File: src/design/mft_pkg.sv
package mft_pkg;

    // ****************************************************************
    // Register indices (printed offsets); byte address is index times 4
    // ****************************************************************
    localparam int ADDR_W = 10;
    localparam logic [7:0] IDX_COUNTER_ONE = 8'h40;
    localparam logic [7:0] IDX_RELOAD_A = 8'h42;
    localparam logic [7:0] IDX_RELOAD_B = 8'h44;
    localparam logic [7:0] IDX_COUNTER_TWO = 8'h46;
    localparam logic [7:0] IDX_PRESCALE = 8'h48;
    localparam logic [7:0] IDX_CLOCK_SEL = 8'h4a;
    localparam logic [7:0] IDX_MODE_CTRL = 8'h4c;
    localparam logic [7:0] IDX_IRQ_CTRL = 8'h4e;
    localparam logic [7:0] IDX_IRQ_CLEAR = 8'h50;

    // ****************************************************************
    // Mode control fields
    // ****************************************************************
    localparam int MODE_LSB = 0;
    localparam int POL_A_BIT = 2;
    localparam int POL_B_BIT = 3;
    localparam int EN_A_BIT = 4;
    localparam int EN_B_BIT = 5;
    localparam int LEVEL_A_BIT = 6;
    localparam int UNIT_EN_BIT = 7;
    localparam logic [7:0] MODE_CTRL_RST = 8'h00;
    localparam logic [7:0] IRQ_CTRL_RST = 8'h00;
    localparam logic [7:0] IRQ_CLEAR_READ = 8'hff;
    localparam logic [15:0] PRESET_VALUE = 16'hffff;

    // ****************************************************************
    // Prescaler and clock select fields
    // ****************************************************************
    localparam int PRESCALE_W = 5;
    localparam int SEL_W = 3;
    localparam int SEL2_LSB = 3;

    typedef enum logic [1:0] {
        MODE_PWM,
        MODE_DUAL_CAPTURE,
        MODE_DUAL_COUNTER,
        MODE_SINGLE_CAPTURE
    } mode_e;

    typedef enum logic [2:0] {
        CLK_NONE,
        CLK_PRESCALED,
        CLK_PIN_B_EVENT,
        CLK_PULSE_ACC,
        CLK_SLOW,
        CLK_RSV5,
        CLK_RSV6,
        CLK_RSV7
    } clk_sel_e;

endpackage

File: src/design/timer_mode_and_irq_control.sv
// Added by the designer: the APB slave port and the register offsets.
`timescale 1ns/1ns

// Overview of operation
// - Two-bit field selects one of four modes
// - Pin A polarity clear falling, set rising
// - Dual capture: pin A edge presets counter one
// - Other modes: pin A enable makes PWM output
// - Disabled pin takes no part in capture or output
// - Pin B edge presets counter one or two
// - Pin B enable ignored in PWM, dual counter
// - Level bit follows PWM pin, software accessible
// - Software write beats hardware level update
// - Level bit inert while pin A is input
// - Unit disabled halts all counter clocking
// - Disabled unit ignores counter, reload, pending writes
// - Disabled clears prescaler, pending; pin A input
// - Mode control resets to all zeros
// - Four enable and four pending bits
// - Pending set by hardware or software one
// - Software zero to pending ignored
// - Clear register one clears pending, zero ignored
// - Request only when enable and pending both
// - Source A reload, or pin A capture
// - PWM pin toggles on counter one underflow
module timer_mode_and_irq_control (
    input wire logic pclk, // System clock
    input wire logic presetn, // Asynchronous reset, active low
    input wire logic psel, // APB select
    input wire logic penable, // APB access phase
    input wire logic pwrite, // APB direction, high for write
    input wire logic [mft_pkg::ADDR_W-1:0] paddr, // APB byte address
    input wire logic [31:0] pwdata, // APB write data
    output logic [31:0] prdata, // APB read data
    output logic pready, // APB ready
    output logic pslverr, // APB error on unmapped address
    input wire logic pin_a_i, // Pin A input level
    output logic pin_a_o, // Pin A output level
    output logic pin_a_oe, // Pin A output enable
    input wire logic pin_b_i, // Pin B input level
    input wire logic slow_tick, // Slow clock tick, one cycle pulse
    output logic irq_timer1, // Request from sources A, B, C
    output logic irq_timer2 // Request from source D
);
    import mft_pkg::*;

    // ****************************************************************
    // Register state
    // ****************************************************************
    logic [7:0] mode_ctrl_q;
    logic [7:0] irq_en_q;
    logic [3:0] pend_q;
    logic [3:0] pend_d;
    logic [PRESCALE_W-1:0] prescale_divisor_q;
    logic [PRESCALE_W-1:0] prescale_cnt_q;
    logic [2*SEL_W-1:0] clk_sel_q;
    logic [15:0] counter_one_q;
    logic [15:0] counter_two_q;
    logic [15:0] reload_a_q;
    logic [15:0] reload_b_q;
    logic pin_a_prev_q;
    logic pin_b_prev_q;
    logic reload_b_next_q;

    // ****************************************************************
    // Decode of fields and bus
    // ****************************************************************
    mode_e mode;
    logic unit_enable;
    logic pin_a_enable;
    logic pin_b_enable;
    logic pin_a_edge_polarity;
    logic pin_b_edge_polarity;
    logic pin_a_output_level;
    clk_sel_e sel_one;
    clk_sel_e sel_two;
    logic wr;
    logic rd;
    logic [7:0] idx;
    logic mapped;

    assign mode = mode_e'(mode_ctrl_q[MODE_LSB +: 2]);
    assign unit_enable = mode_ctrl_q[UNIT_EN_BIT];
    assign pin_a_enable = mode_ctrl_q[EN_A_BIT];
    assign pin_b_enable = mode_ctrl_q[EN_B_BIT];
    assign pin_a_edge_polarity = mode_ctrl_q[POL_A_BIT];
    assign pin_b_edge_polarity = mode_ctrl_q[POL_B_BIT];
    assign pin_a_output_level = mode_ctrl_q[LEVEL_A_BIT];
    assign sel_one = clk_sel_e'(clk_sel_q[0 +: SEL_W]);
    assign sel_two = clk_sel_e'(clk_sel_q[SEL2_LSB +: SEL_W]);

    // Word aligned access only; low two address bits are ignored
    assign idx = paddr[ADDR_W-1:2];
    assign wr = psel & penable & pwrite;
    assign rd = psel & penable & ~pwrite;
    assign pready = 1'b1;
    assign mapped = (idx == IDX_COUNTER_ONE) || (idx == IDX_COUNTER_TWO) ||
                    (idx == IDX_RELOAD_A) || (idx == IDX_RELOAD_B) ||
                    (idx == IDX_PRESCALE) || (idx == IDX_CLOCK_SEL) ||
                    (idx == IDX_MODE_CTRL) || (idx == IDX_IRQ_CTRL) ||
                    (idx == IDX_IRQ_CLEAR);
    assign pslverr = psel & penable & ~mapped;

    // Write strobes; unit enable gates off the counter and reload writes while halted
    logic wr_cnt1;
    logic wr_cnt2;
    logic wr_rel_a;
    logic wr_rel_b;
    logic wr_mode;
    logic wr_irq;
    logic wr_clr;
    assign wr_cnt1 = wr & (idx == IDX_COUNTER_ONE) & unit_enable;
    assign wr_cnt2 = wr & (idx == IDX_COUNTER_TWO) & unit_enable;
    assign wr_rel_a = wr & (idx == IDX_RELOAD_A) & unit_enable;
    assign wr_rel_b = wr & (idx == IDX_RELOAD_B) & unit_enable;
    assign wr_mode = wr & (idx == IDX_MODE_CTRL);
    assign wr_irq = wr & (idx == IDX_IRQ_CTRL);
    assign wr_clr = wr & (idx == IDX_IRQ_CLEAR);

    // ****************************************************************
    // Pin roles and edge detection
    // ****************************************************************
    logic pin_a_is_output;
    logic edge_a;
    logic edge_b;
    logic capture_a;
    logic capture_b1;
    logic capture_b2;

    // Pin A drives only while enabled and not used for capture
    assign pin_a_is_output = unit_enable & pin_a_enable & (mode != MODE_DUAL_CAPTURE);
    assign pin_a_oe = pin_a_is_output;
    assign pin_a_o = pin_a_is_output & pin_a_output_level;

    // Polarity picks which transition counts
    assign edge_a = pin_a_edge_polarity ? (pin_a_i & ~pin_a_prev_q)
                                        : (~pin_a_i & pin_a_prev_q);
    assign edge_b = pin_b_edge_polarity ? (pin_b_i & ~pin_b_prev_q)
                                        : (~pin_b_i & pin_b_prev_q);

    // Captures need the pin enabled; pin B enable matters only in capture modes
    assign capture_a = unit_enable & pin_a_enable & (mode == MODE_DUAL_CAPTURE) & edge_a;
    assign capture_b1 = unit_enable & pin_b_enable & (mode == MODE_DUAL_CAPTURE) & edge_b;
    assign capture_b2 = unit_enable & pin_b_enable & (mode == MODE_SINGLE_CAPTURE) & edge_b;

    // Previous pin levels for edge detection
    always_ff @(posedge pclk or negedge presetn) begin
        if (!presetn) begin
            pin_a_prev_q <= 1'b0;
            pin_b_prev_q <= 1'b0;
        end else begin
            pin_a_prev_q <= pin_a_i;
            pin_b_prev_q <= pin_b_i;
        end
    end

    // ****************************************************************
    // Prescaler and counter ticks
    // ****************************************************************
    logic presc_tick;
    logic tick_one;
    logic tick_two;

    // Prescaler divides by divisor plus one; held at zero while halted
    always_ff @(posedge pclk or negedge presetn) begin
        if (!presetn) begin
            prescale_cnt_q <= '0;
        end else if (!unit_enable || prescale_cnt_q >= prescale_divisor_q) begin
            prescale_cnt_q <= '0;
        end else begin
            prescale_cnt_q <= prescale_cnt_q + 1'b1;
        end
    end
    assign presc_tick = unit_enable & (prescale_cnt_q >= prescale_divisor_q);

    // Pin B is a clock input only in the two modes that do not capture on it
    function automatic logic pick_tick(input clk_sel_e sel, input logic b_clk_ok);
        logic t;
        t = 1'b0;
        unique case (sel)
            CLK_PRESCALED: t = presc_tick;
            CLK_PIN_B_EVENT: t = b_clk_ok & edge_b;
            CLK_PULSE_ACC: t = b_clk_ok & presc_tick & (pin_b_i == pin_b_edge_polarity);
            CLK_SLOW: t = slow_tick;
            default: t = 1'b0;
        endcase
        return t;
    endfunction

    logic b_clk_ok;
    assign b_clk_ok = (mode == MODE_PWM) || (mode == MODE_DUAL_COUNTER);
    // Process, not assigns: the function reads tick sources that are not its arguments
    always_comb begin
        tick_one = unit_enable & pick_tick(sel_one, b_clk_ok);
        tick_two = unit_enable & pick_tick(sel_two, b_clk_ok);
    end

    // ****************************************************************
    // Counters and reload/capture registers
    // ****************************************************************
    logic under_one;
    logic under_two;
    logic reload_one_from_b;

    assign under_one = tick_one & (counter_one_q == 16'h0000);
    assign under_two = tick_two & (counter_two_q == 16'h0000);
    // PWM alternates the reload source so A and B set the two half periods
    assign reload_one_from_b = (mode == MODE_PWM) & reload_b_next_q;

    // Counter one: software write wins over hardware activity
    always_ff @(posedge pclk or negedge presetn) begin
        if (!presetn) begin
            counter_one_q <= '0;
        end else if (wr_cnt1) begin
            counter_one_q <= pwdata[15:0];
        end else if (capture_a || capture_b1) begin
            counter_one_q <= PRESET_VALUE;
        end else if (under_one) begin
            if (mode == MODE_DUAL_CAPTURE) begin
                counter_one_q <= PRESET_VALUE;
            end else begin
                counter_one_q <= reload_one_from_b ? reload_b_q : reload_a_q;
            end
        end else if (tick_one) begin
            counter_one_q <= counter_one_q - 1'b1;
        end
    end

    // Tracks which reload register counter one takes next in PWM
    always_ff @(posedge pclk or negedge presetn) begin
        if (!presetn) begin
            reload_b_next_q <= 1'b0;
        end else if (mode != MODE_PWM) begin
            reload_b_next_q <= 1'b0;
        end else if (under_one) begin
            reload_b_next_q <= ~reload_b_next_q;
        end
    end

    // Counter two: system timer, or second counter in dual counter mode
    always_ff @(posedge pclk or negedge presetn) begin
        if (!presetn) begin
            counter_two_q <= '0;
        end else if (wr_cnt2) begin
            counter_two_q <= pwdata[15:0];
        end else if (capture_b2) begin
            counter_two_q <= PRESET_VALUE;
        end else if (under_two) begin
            counter_two_q <= (mode == MODE_DUAL_COUNTER) ? reload_b_q : PRESET_VALUE;
        end else if (tick_two) begin
            counter_two_q <= counter_two_q - 1'b1;
        end
    end

    // Reload/capture registers take counter values on pin captures
    always_ff @(posedge pclk or negedge presetn) begin
        if (!presetn) begin
            reload_a_q <= '0;
        end else if (wr_rel_a) begin
            reload_a_q <= pwdata[15:0];
        end else if (capture_a) begin
            reload_a_q <= counter_one_q;
        end
    end

    always_ff @(posedge pclk or negedge presetn) begin
        if (!presetn) begin
            reload_b_q <= '0;
        end else if (wr_rel_b) begin
            reload_b_q <= pwdata[15:0];
        end else if (capture_b1) begin
            reload_b_q <= counter_one_q;
        end else if (capture_b2) begin
            reload_b_q <= counter_two_q;
        end
    end

    // ****************************************************************
    // Control registers
    // ****************************************************************
    logic level_toggle;
    assign level_toggle = pin_a_is_output & under_one;

    // Mode control; level bit toggles in hardware unless software writes
    always_ff @(posedge pclk or negedge presetn) begin
        if (!presetn) begin
            mode_ctrl_q <= MODE_CTRL_RST;
        end else if (wr_mode) begin
            mode_ctrl_q <= pwdata[7:0];
        end else if (level_toggle) begin
            mode_ctrl_q[LEVEL_A_BIT] <= ~pin_a_output_level;
        end
    end

    // Prescaler divisor and clock selects are writable at any time
    always_ff @(posedge pclk or negedge presetn) begin
        if (!presetn) begin
            prescale_divisor_q <= '0;
            clk_sel_q <= '0;
        end else if (wr && idx == IDX_PRESCALE) begin
            prescale_divisor_q <= pwdata[PRESCALE_W-1:0];
        end else if (wr && idx == IDX_CLOCK_SEL) begin
            clk_sel_q <= pwdata[2*SEL_W-1:0];
        end
    end

    // ****************************************************************
    // Interrupt enables and pending bits
    // ****************************************************************
    logic [3:0] hw_set;
    logic [3:0] sw_set;
    logic [3:0] sw_clr;

    // Source conditions per mode; C exists only in dual capture
    always_comb begin
        hw_set = 4'h0;
        unique case (mode)
            MODE_PWM: begin
                hw_set[0] = under_one & ~reload_one_from_b;
                hw_set[1] = under_one & reload_one_from_b;
                hw_set[3] = under_two;
            end
            MODE_DUAL_CAPTURE: begin
                hw_set[0] = capture_a;
                hw_set[1] = capture_b1;
                hw_set[2] = under_one;
                hw_set[3] = under_two;
            end
            MODE_DUAL_COUNTER: begin
                hw_set[0] = under_one;
                hw_set[3] = under_two;
            end
            MODE_SINGLE_CAPTURE: begin
                hw_set[0] = under_one;
                hw_set[1] = capture_b2;
                hw_set[3] = under_two;
            end
        endcase
    end

    // Only ones written to pending bits count; zeros are ignored
    assign sw_set = (wr_irq && unit_enable) ? pwdata[3:0] : 4'h0;
    assign sw_clr = wr_clr ? pwdata[3:0] : 4'h0;

    // A set in the same cycle as a clear wins so no event is lost
    always_comb begin
        if (!unit_enable) begin
            pend_d = 4'h0;
        end else begin
            pend_d = (pend_q & ~sw_clr) | hw_set | sw_set;
        end
    end

    always_ff @(posedge pclk or negedge presetn) begin
        if (!presetn) begin
            pend_q <= IRQ_CTRL_RST[3:0];
        end else begin
            pend_q <= pend_d;
        end
    end

    // Enable half of the interrupt control register
    always_ff @(posedge pclk or negedge presetn) begin
        if (!presetn) begin
            irq_en_q <= IRQ_CTRL_RST;
        end else if (wr_irq) begin
            irq_en_q <= {pwdata[7:4], 4'h0};
        end
    end

    // Requests need both enable and pending
    assign irq_timer1 = |(pend_q[2:0] & irq_en_q[6:4]);
    assign irq_timer2 = pend_q[3] & irq_en_q[7];

    // ****************************************************************
    // Read data
    // ****************************************************************
    // Read data registered from the setup phase so it stands in access
    always_ff @(posedge pclk or negedge presetn) begin
        if (!presetn) begin
            prdata <= '0;
        end else if (psel && !penable && !pwrite) begin
            unique case (paddr[ADDR_W-1:2])
                IDX_COUNTER_ONE: prdata <= {16'h0000, counter_one_q};
                IDX_COUNTER_TWO: prdata <= {16'h0000, counter_two_q};
                IDX_RELOAD_A: prdata <= {16'h0000, reload_a_q};
                IDX_RELOAD_B: prdata <= {16'h0000, reload_b_q};
                IDX_PRESCALE: prdata <= {27'h0, prescale_divisor_q};
                IDX_CLOCK_SEL: prdata <= {26'h0, clk_sel_q};
                IDX_MODE_CTRL: prdata <= {24'h0, mode_ctrl_q};
                IDX_IRQ_CTRL: prdata <= {24'h0, irq_en_q[7:4], pend_q};
                IDX_IRQ_CLEAR: prdata <= {24'h0, IRQ_CLEAR_READ};
                default: prdata <= '0;
            endcase
        end
    end

    logic unused_rd;
    assign unused_rd = rd;

endmodule

File: config.mk
export PLATFORM = sky130hd
export DESIGN_NAME = timer_mode_and_irq_control
export DESIGN_NICKNAME = d
export VERILOG_FILES = /design/src/design/mft_pkg.sv /design/src/design/timer_mode_and_irq_control.sv
export SDC_FILE = /design/constraint.sdc
export NUM_CORES = 1
export LEC_CHECK = 0
export BUFFER_PORTS_ARGS = -buffer_cell sky130_fd_sc_hd__buf_2
export CELL_PAD_IN_SITES_DETAIL_PLACEMENT = 1
export CELL_PAD_IN_SITES_GLOBAL_PLACEMENT = 2
export CORE_AREA = 10 10 156 158
export DETAILED_ROUTE_END_ITERATION = 10
export DIE_AREA = 0 0 166 168
export GPL_TIMING_DRIVEN = 0
export PLACE_DENSITY = 0.79
export SLEW_MARGIN = 20
export SYNTH_ARGS = -nofsm -noshare
export SYNTH_HDL_FRONTEND = slang
export SYNTH_SLANG_ARGS = --single-unit
export TNS_END_PERCENT = 1
File: constraint.sdc
create_clock -name pclk -period 3 [get_ports pclk]
set_input_delay 0.9 -clock pclk [delete_from_list [all_inputs] [get_ports pclk]]
set_output_delay 0.9 -clock pclk [all_outputs]
set_load 0.005 [all_outputs]
Yosys cells after proc, flatten, opt, wreduce, memory -nomap -nowiden
Index checks and enable logic that the tools add are counted.

word-level totals
  bits in registers = 131
  word-level logic and storage cells = 162

cells by class
  add/subtract/negate cells = 3
  $lt $le $gt $ge = 1
  equality and inequality tests = 22
  multiplexer cells = 33
  bitwise operators = 55
  reduce and logical (&&, ||, !) cells = 33

operators by type and width
  kind                                                                    number
  16-bit two-way mux                                                      16
  16-bit one-hot mux with 9 select lines                                  1
  8-bit by 7-bit equality test with 1-bit output (second input constant)  9
  1-bit bitwise AND                                                       41
  16-bit logical NOT                                                      2
  16-bit by 1-bit subtractor with 16-bit output (second input constant)   2
  3-bit by 2-bit equality test with 1-bit output (second input constant)  4
  4-bit two-way mux                                                       3
  1-bit logical OR                                                        11
  1-bit inverter                                                          9
  1-bit two-way mux                                                       8
  4-bit OR                                                                2
  1-bit one-hot mux with 4 select lines                                   2
  2-bit nonzero test                                                      4
  4-bit nonzero test                                                      2
  3-bit by 1-bit equality test with 1-bit output (second input constant)  2
  3-bit equality test (second input constant)                             2
  1-bit one-hot mux with 3 select lines                                   2
  5-bit by 1-bit adder with 5-bit output (second input constant)          1
  5-bit >= comparator                                                     1
  1-bit logical AND                                                       5
  5-bit two-way mux                                                       1
  4-bit bitwise AND                                                       1
  2-bit equality test (second input constant)                             2
  12 further kinds                                                        14

Depth between registers and ports, before layout
Gate-level depths: netlist of run 1.

  depth after elaboration = 12
  depth in mapped cells = 11
  gate-level depth less buffers = 9

Worst setup path after synthesis of run 1
OpenSTA, ideal clock, no wires.

  path type = input -> output
  from = in paddr[2] (netlist bit)
  to = out pslverr
  data arrival time = 1.911 ns
  slack = 0.189 ns
  cell stages on the path = 4
  buffers on the path = 1
  cells stage by stage = nor4b_1 -> nand2b_1 -> clkbuf_1 -> and4_1

between the ends
  longest elaborated chain between the ends = 11

ends and longest elaborated chain
  what                                            RTL line                           source
  start, declared                                 timer_mode_and_irq_control.sv:32   input wire logic [mft_pkg::ADDR_W-1:0] paddr,
  8-bit by 7-bit equality test with 1-bit output  timer_mode_and_irq_control.sv:97   assign mapped = (idx == IDX_COUNTER_ONE) || (idx == IDX_COUNTER_TWO) ||
  1-bit logical OR (2 in a row)                   timer_mode_and_irq_control.sv:97
  1-bit logical OR (2 in a row)                   timer_mode_and_irq_control.sv:98   (idx == IDX_RELOAD_A) || (idx == IDX_RELOAD_B) ||
  1-bit logical OR (2 in a row)                   timer_mode_and_irq_control.sv:99   (idx == IDX_PRESCALE) || (idx == IDX_CLOCK_SEL) ||
  1-bit logical OR                                timer_mode_and_irq_control.sv:100  (idx == IDX_MODE_CTRL) || (idx == IDX_IRQ_CTRL) ||
  1-bit logical OR (*)                            timer_mode_and_irq_control.sv:100
  1-bit inverter (*)                              timer_mode_and_irq_control.sv:102  assign pslverr = psel & penable & ~mapped;
  1-bit bitwise AND (*)                           timer_mode_and_irq_control.sv:102
  end, declared                                   timer_mode_and_irq_control.sv:36   output logic pslverr,

Every way passes the cells marked *; elsewhere a longest branch is shown, timed or not.

Final worst setup path of run 1
  from = in paddr[9] (netlist bit)
  to = out pslverr

The elaborated chain is that of the path after synthesis.

==> results.json, run 1 <==
{
  "hold_path_class": "primary input to asynchronous set/reset pin",
  "via_per_inst": 5.779,
  "drc": 0,
  "maxSlewHeadroom_pct": 17.93,
  "drt_pre_antenna_iters": 5,
  "cts-htree-levels": 4,
  "ys_ff_latch": 115,
  "die_area_um2": 27890,
  "syn_inst": 871,
  "post-place-ws_ns": -0.6661,
  "io_pins": 88,
  "nFillCells": 2517,
  "rsz0062_at_grt": "true",
  "slowest_delay_ns": 0.39,
  "slew_viol_final": 0,
  "yosys.area.top_type": "dfrtp_1",
  "syn_avg_cell_area_um2": 8.865,
  "worstMarginPinSlew_ns": 1.220,
  "drtIter0Drc": 627,
  "clock-sinks": 115,
  "async_flop_share_pct": 100.0,
  "via_count": 7207,
  "synth.area.top_cells": "dfrtp_1, mux2i_1, nand2_1",
  "port-buffer-count": 47,
  "routabilityCongestion": 0.9504,
  "seqCellArea_um2": 2878,
  "placed_area_um2": 8397,
  "routed_wl_um": 29570,
  "area_growth_pct": 17.78,
  "fin_setup_tns_ns": -0.002857,
  "row_count": 54,
  "grt_pass1_wl_um": 45310,
  "grt_pass1_vias": 7326,
  "synth_common_cells": "nand2_1, dfrtp_1, o21ai_0",
  "cap_violations": 0,
  "cts-buffers-inserted": 17,
  "netlist_area_um2": 7721,
  "required_ns": 2.10,
  "cp_data_arrival_time_ns": 2.10,
  "dieHeight_um": 168,
  "cts_buffer_depth": 2,
  "max_freq_ghz": 0.3330,
  "ys.flop_type": "dfrtp_1",
  "start_util_pct": 36.05,
  "ys_types": 82,
  "yosysTopAreaCellShare_pct": 37.27,
  "status": "complete, but fails checks",
  "diodes": 0,
  "clk_latency_ns": 0.43,
  "cts-root-buf": "clkbuf_16",
  "coreArea_um2": 21420,
  "yosysSeqAreaShare_pct": 37.27,
  "crit_path_max_fanout": 10,
  "wire_per_inst_um": 23.71,
  "drive_gt1_share_pct": 19.65,
  "ir_worst_vdd_mv": 0.2505,
  "fin_crit_ns": 3.003,
  "ant_nets": 0,
  "hpwl_um": 22450,
  "slowest_stage": "nor4b_4",
  "fin_area_um2": 9094,
  "violations": "negative setup slack",
  "synth-edff-count": 0,
  "grt_usage_pct": 20.62,
  "yosysWarnings": 0,
  "crit_chain": "buf_2, nor4b_4, nand2b_1, buf_4, and4_1, buf_2",
  "clkTransAtPathRegs_ns": 0.06,
  "crit_top_cell": "buf_2",
  "skew_ns": 0.007385,
  "grt_max_degree": 74,
  "leakagePower_nw": 4.079,
  "finalHoldViolations": 0,
  "cts_tree": "built",
  "setup_ws_ns": -0.002857,
  "multi_input_area_um2": 4441,
  "finalSetupViolations": 1,
  "yosysMostFrequentCell": "nand2_1",
  "layout.nets": 1012,
  "grt-ovfl-total": 0,
  "critPathKind": "primary input to output port",
  "fin_util_pct": 42.46,
  "powerDensity_nw_per_um2": 446.4,
  "die_w_um": 166,
  "antenna_found_initial": 0,
  "crit_path_start_kind": "primary input",
  "end_kind": "output port",
  "fin_crit_sh_pct": 100.1
}
worst max-delay path, delay by kind of cell:
family / cells / cell delay [ns]
AND/OR/NAND/NOR: 3 / 0.74
buffers and inverters: 3 / 0.46
flip-flops by register name (all words and copies together), names as in the netlist:
signal              cells
pend_q                  4
prdata                 16
reload_b_q             16
counter_two_q          16
mode_ctrl_q             8
counter_one_q          16
irq_en_q                4
clk_sel_q               6
prescale_cnt_q          5
prescale_divisor_q      5
pin_a_prev_q            1
pin_b_prev_q            1
reload_b_next_q         1
reload_a_q             16
final cells by class:
class | count | share of cell area [%]
buffer | 85 | 4.995
clock buffer | 24 | 5.297
timing repair buffer | 49 | 3.041
clock inverter | 8 | 1.637
multi-input combinational | 669 | 48.83
tap | 280 | 3.853
sequential | 115 | 31.65
inverter | 17 | 0.7017
layer usage:
layer	GRT usage [%]	wire [um]
met1	28.11	13850
met2	32.05	13390
met3	3.399	1519
met4	7.858	821
met5	0	0
final timing paths:
| path | cells past startpoint | slack [ns] | start | to |
|---|---|---|---|---|
| setup / recovery | 6 | -0.003 | paddr[9] | pslverr |
| hold / removal | 1 | 0.39 | presetn | counter_two_q[15] |
| setup reg to reg | 10 | 0.13 | counter_one_q[0] | mode_ctrl_q[6] |
| hold reg to reg | 1 | 0.49 | prescale_cnt_q[0] | prescale_cnt_q[0] |
| max in group asynchronous | 2 | 1.85 | presetn | counter_one_q[10] |
| min in group pclk | 1 | 0.49 | prescale_cnt_q[0] | prescale_cnt_q[0] |
metrics by stage:
| stage | power, W | hold slack (ns) | cells |
|---|---|---|---|
| 2_1_floorplan | 0.001715 | 0.4521 | 886 |
| 3_3_place_gp | 0.001832 | 0.4578 | 1213 |
| 5_1_grt | 0.004154 | 0.4248 | 1247 |
| 6_report | 0.004059 | 0.3940 | 1247 |
| 4_1_cts | 0.004069 | 0.4005 | 1246 |
| 3_5_place_dp | 0.001840 | 0.4862 | 1214 |
cells in the final DEF, fill, tap and decap left out, drive strengths merged, types with 5 or more instances in the layout:
cell type,count
buf,94
a211o,8
o211ai,5
nand2,116
a2111oi,7
mux2,30
nand3,19
xor2,8
a211oi,9
nor3,26
a31oi,16
o21a,6
a22o,12
or3,11
a22oi,23
nand2b,9
a21oi,23
o22ai,6
inv,17
nor2,71
conb,17
ha,8
a21boi,6
and2,8
nor4,11
o21ai,77
and3,7
clkbuf,64
nor2b,10
dfrtp,115
a221oi,7
mux2i,45
xnor2,10
power by group:
group | internal, W | switching (W) | total [W] | leakage (nW)
Sequential | 0.00156 | 0.0000113 | 0.00157 | 1.58
Combinational | 0.0000795 | 0.000169 | 0.000249 | 2.20
Clock | 0.00146 | 0.000781 | 0.00224 | 0.301
logic make-up after synthesis:
logic type                 after synthesis  share of synthesized area (%)
buffers and inverters                  102                          6.579
other                                    2                        0.09727
and+or+nand+nor                        314                          20.74
adders and majority gates                8                          1.296
xor gates and xnor gates                18                          2.042
DFF                                    115                          37.27
muxes                                   78                          11.08
AOI/OAI and AO/OA                      234                          20.89
repair_timing:
item                       in CTS  in global routing
setup endpoints to repair      19                  6
setup buffers                   0                  1
hold buffers                    0                  0
gates resized for setup         8                 12
pin swaps                       0                  2
Note: power is estimated with default switching activity, not from simulation.
==> run 2, diff against run 1 <==
--- a/config.mk
+++ b/config.mk
@@ -5,12 +5,13 @@
 export SDC_FILE = /design/constraint.sdc
 export NUM_CORES = 1
 export LEC_CHECK = 0
+export ABC_AREA = 1
 export BUFFER_PORTS_ARGS = -buffer_cell sky130_fd_sc_hd__buf_2
 export CELL_PAD_IN_SITES_DETAIL_PLACEMENT = 1
 export CELL_PAD_IN_SITES_GLOBAL_PLACEMENT = 2
-export CORE_AREA = 10 10 156 158
+export CORE_AREA = 10 10 163 165
 export DETAILED_ROUTE_END_ITERATION = 10
-export DIE_AREA = 0 0 166 168
+export DIE_AREA = 0 0 173 175
 export GPL_TIMING_DRIVEN = 0
 export PLACE_DENSITY = 0.79
 export SLEW_MARGIN = 20
==> run 2 against run 1 <==
  * The run now ends clean
  * Clock skew up 0.0056 ns
  * Worst hold slack lost 0.015 ns
  * Combinational power rose by 3%
  * Cell area grew 0.29%
  * Count of clock-buffer cells in the layout is 7 lower
  * Non-clock buffer count down 12
  * Flip-flop and latch count is the same
  * First-iteration DRC count up 2.7%
  * Sequential power is essentially flat
  * Critical path type unchanged
  * Largest cell class unchanged
==> results.json, run 2 <==
{
  "placed_area_um2": 8563,
  "synth.area.top_cells": "dfrtp_1, nand2_1, inv_1",
  "fin_crit_sh_pct": 94.23,
  "grt_pass1_vias": 8253,
  "netlist_area_um2": 7810,
  "hold_path_class": "primary input to asynchronous set/reset pin",
  "wire_per_inst_um": 21.65,
  "cts-root-buf": "clkbuf_16",
  "clk_latency_ns": 0.44,
  "yosysTopAreaCellShare_pct": 36.85,
  "syn_inst": 1102,
  "ys_ff_latch": 115,
  "via_count": 8061,
  "layout.nets": 1247,
  "drtIter0Drc": 644,
  "powerDensity_nw_per_um2": 420.0,
  "rsz0062_at_grt": "false",
  "multi_input_area_um2": 4099,
  "cts-htree-levels": 4,
  "yosysSeqAreaShare_pct": 36.85,
  "cts_tree": "built",
  "maxSlewHeadroom_pct": 35.28,
  "port-buffer-count": 52,
  "leakagePower_nw": 4.671,
  "syn_avg_cell_area_um2": 7.087,
  "synth-edff-count": 0,
  "cap_violations": 0,
  "diodes": 0,
  "drc": 0,
  "postCtsHoldBufs": 0,
  "post_cts_resized": 0,
  "fin_crit_ns": 2.827,
  "hpwl_um": 25530,
  "cts_buffer_depth": 2,
  "antenna_found_initial": 0,
  "critPathKind": "primary input to output port",
  "required_ns": 2.10,
  "drive_gt1_share_pct": 12.91,
  "crit_path_start_kind": "primary input",
  "clock-sinks": 115,
  "synth_common_cells": "nand2_1, inv_1, dfrtp_1",
  "fin_setup_tns_ns": 0,
  "finalPower_w": 0.003830,
  "routed_wl_um": 32910,
  "dieHeight_um": 175,
  "nFillCells": 2986,
  "yosysMostFrequentCell": "nand2_1",
  "via_per_inst": 5.303,
  "max_freq_ghz": 0.3537,
  "ant_nets": 0,
  "final_cell_mix": "nand2_1, inv_1, dfrtp_1",
  "skew_ns": 0.01302,
  "grt_usage_pct": 21.38,
  "die_w_um": 173,
  "row_count": 56,
  "fin_area_um2": 9120,
  "area_growth_pct": 16.77,
  "seqCellArea_um2": 2878,
  "grt_max_degree": 62,
  "finalHoldViolations": 0,
  "start_util_pct": 33.57,
  "grt_pass1_wl_um": 50250,
  "yosys.area.top_type": "dfrtp_1",
  "async_flop_share_pct": 100.0,
  "cts-buffers-inserted": 17,
  "die_area_um2": 30280,
  "worstMarginPinSlew_ns": 0.9655,
  "coreArea_um2": 23260,
  "drt_pre_antenna_iters": 7,
  "final_common_cell": "nand2_1",
  "ys.flop_type": "dfrtp_1",
  "ir_worst_vdd_mv": 0.3193,
  "finalSetupViolations": 0,
  "postCtsSetupBuffers": 0,
  "slew_viol_final": 0,
  "crit_path_max_fanout": 7,
  "status": "finished, final reports clean",
  "grt-ovfl-total": 0,
  "yosysWarnings": 0,
  "end_kind": "output port",
  "routabilityCongestion": 0.9035,
  "io_pins": 88,
  "clkTransAtPathRegs_ns": 0.06,
  "ys_types": 38,
  "cp_data_arrival_time_ns": 1.93
}
==> run 2: worst max-delay path, stage by stage <==
cell	delay (ns)
buf_2	0.14
nor2_1	0.22
nand3_1	0.11
nor2_1	0.33
nor3_1	0.09
buf_2	0.14
==> run 2: kinds of logic (layout without fill, tap and decap cells) <==
group	count (synthesis)	after routing	synth area share, %
simple gates	560	560	31.80
fa+ha+maj	8	8	1.282
flops	115	115	36.85
other cells	2	17	0.09616
compound gates	193	193	15.78
xor+xnor	25	25	2.804
buf+inv	199	283	11.39
==> run 2: worst paths after layout <==
check	startpoint	endpoint	slack [ns]	cells past startpoint
setup / recovery	paddr[5]	pslverr	0.17	6
setup reg to reg	counter_one_q[0]	mode_ctrl_q[6]	0.27	9
max in group asynchronous	presetn	prdata[15]	1.92	2
hold / removal	presetn	pin_a_prev_q	0.38	1
min in group pclk	prdata[5]	prdata[5]	0.47	2
hold reg to reg	prdata[5]	prdata[5]	0.47	2
==> run 2: cell type report <==
| class | count | area share (%) |
|---|---|---|
| sequential | 115 | 31.55 |
| buffer | 69 | 4.404 |
| timing repair buffer | 53 | 3.265 |
| clock buffer | 17 | 4.665 |
| clock inverter | 14 | 1.441 |
| multi-input combinational | 803 | 44.94 |
| tap | 319 | 4.376 |
| inverter | 130 | 5.351 |
==> run 2: stage by stage <==
| step | cells | worst slack, ns | utilization, % | hold WS (ns) |
|---|---|---|---|---|
| 6_report | 1520 | 0.1730 | 39.21 | 0.3789 |
| 5_1_grt | 1520 | 0.04900 | 39.21 | 0.4077 |
| 4_1_cts | 1520 | 0.1698 | 39.21 | 0.4170 |
| 3_5_place_dp | 1489 | 0.1222 | 36.81 | 0.4606 |
| 3_3_place_gp | 1488 | -0.7015 | 36.65 | 0.4591 |
| 2_1_floorplan | 1117 | 0.7499 | - | 0.4530 |
==> run 2: power breakdown <==
group	switching, W	total (W)	internal, W
sequential	0.0000109	0.00157	0.00156
clock	0.000858	0.00200	0.00114
combinational	0.000181	0.000257	0.0000758
==> run 2: per-layer routing <==
layer	up-vias	part of all wire, %	global-route usage (%)
met3	32	6.1	4.354
li1	3853	-	-
met2	236	44	32.93
met1	3940	48	29.62
met4	0	1.7	6.109
met5	-	0	0
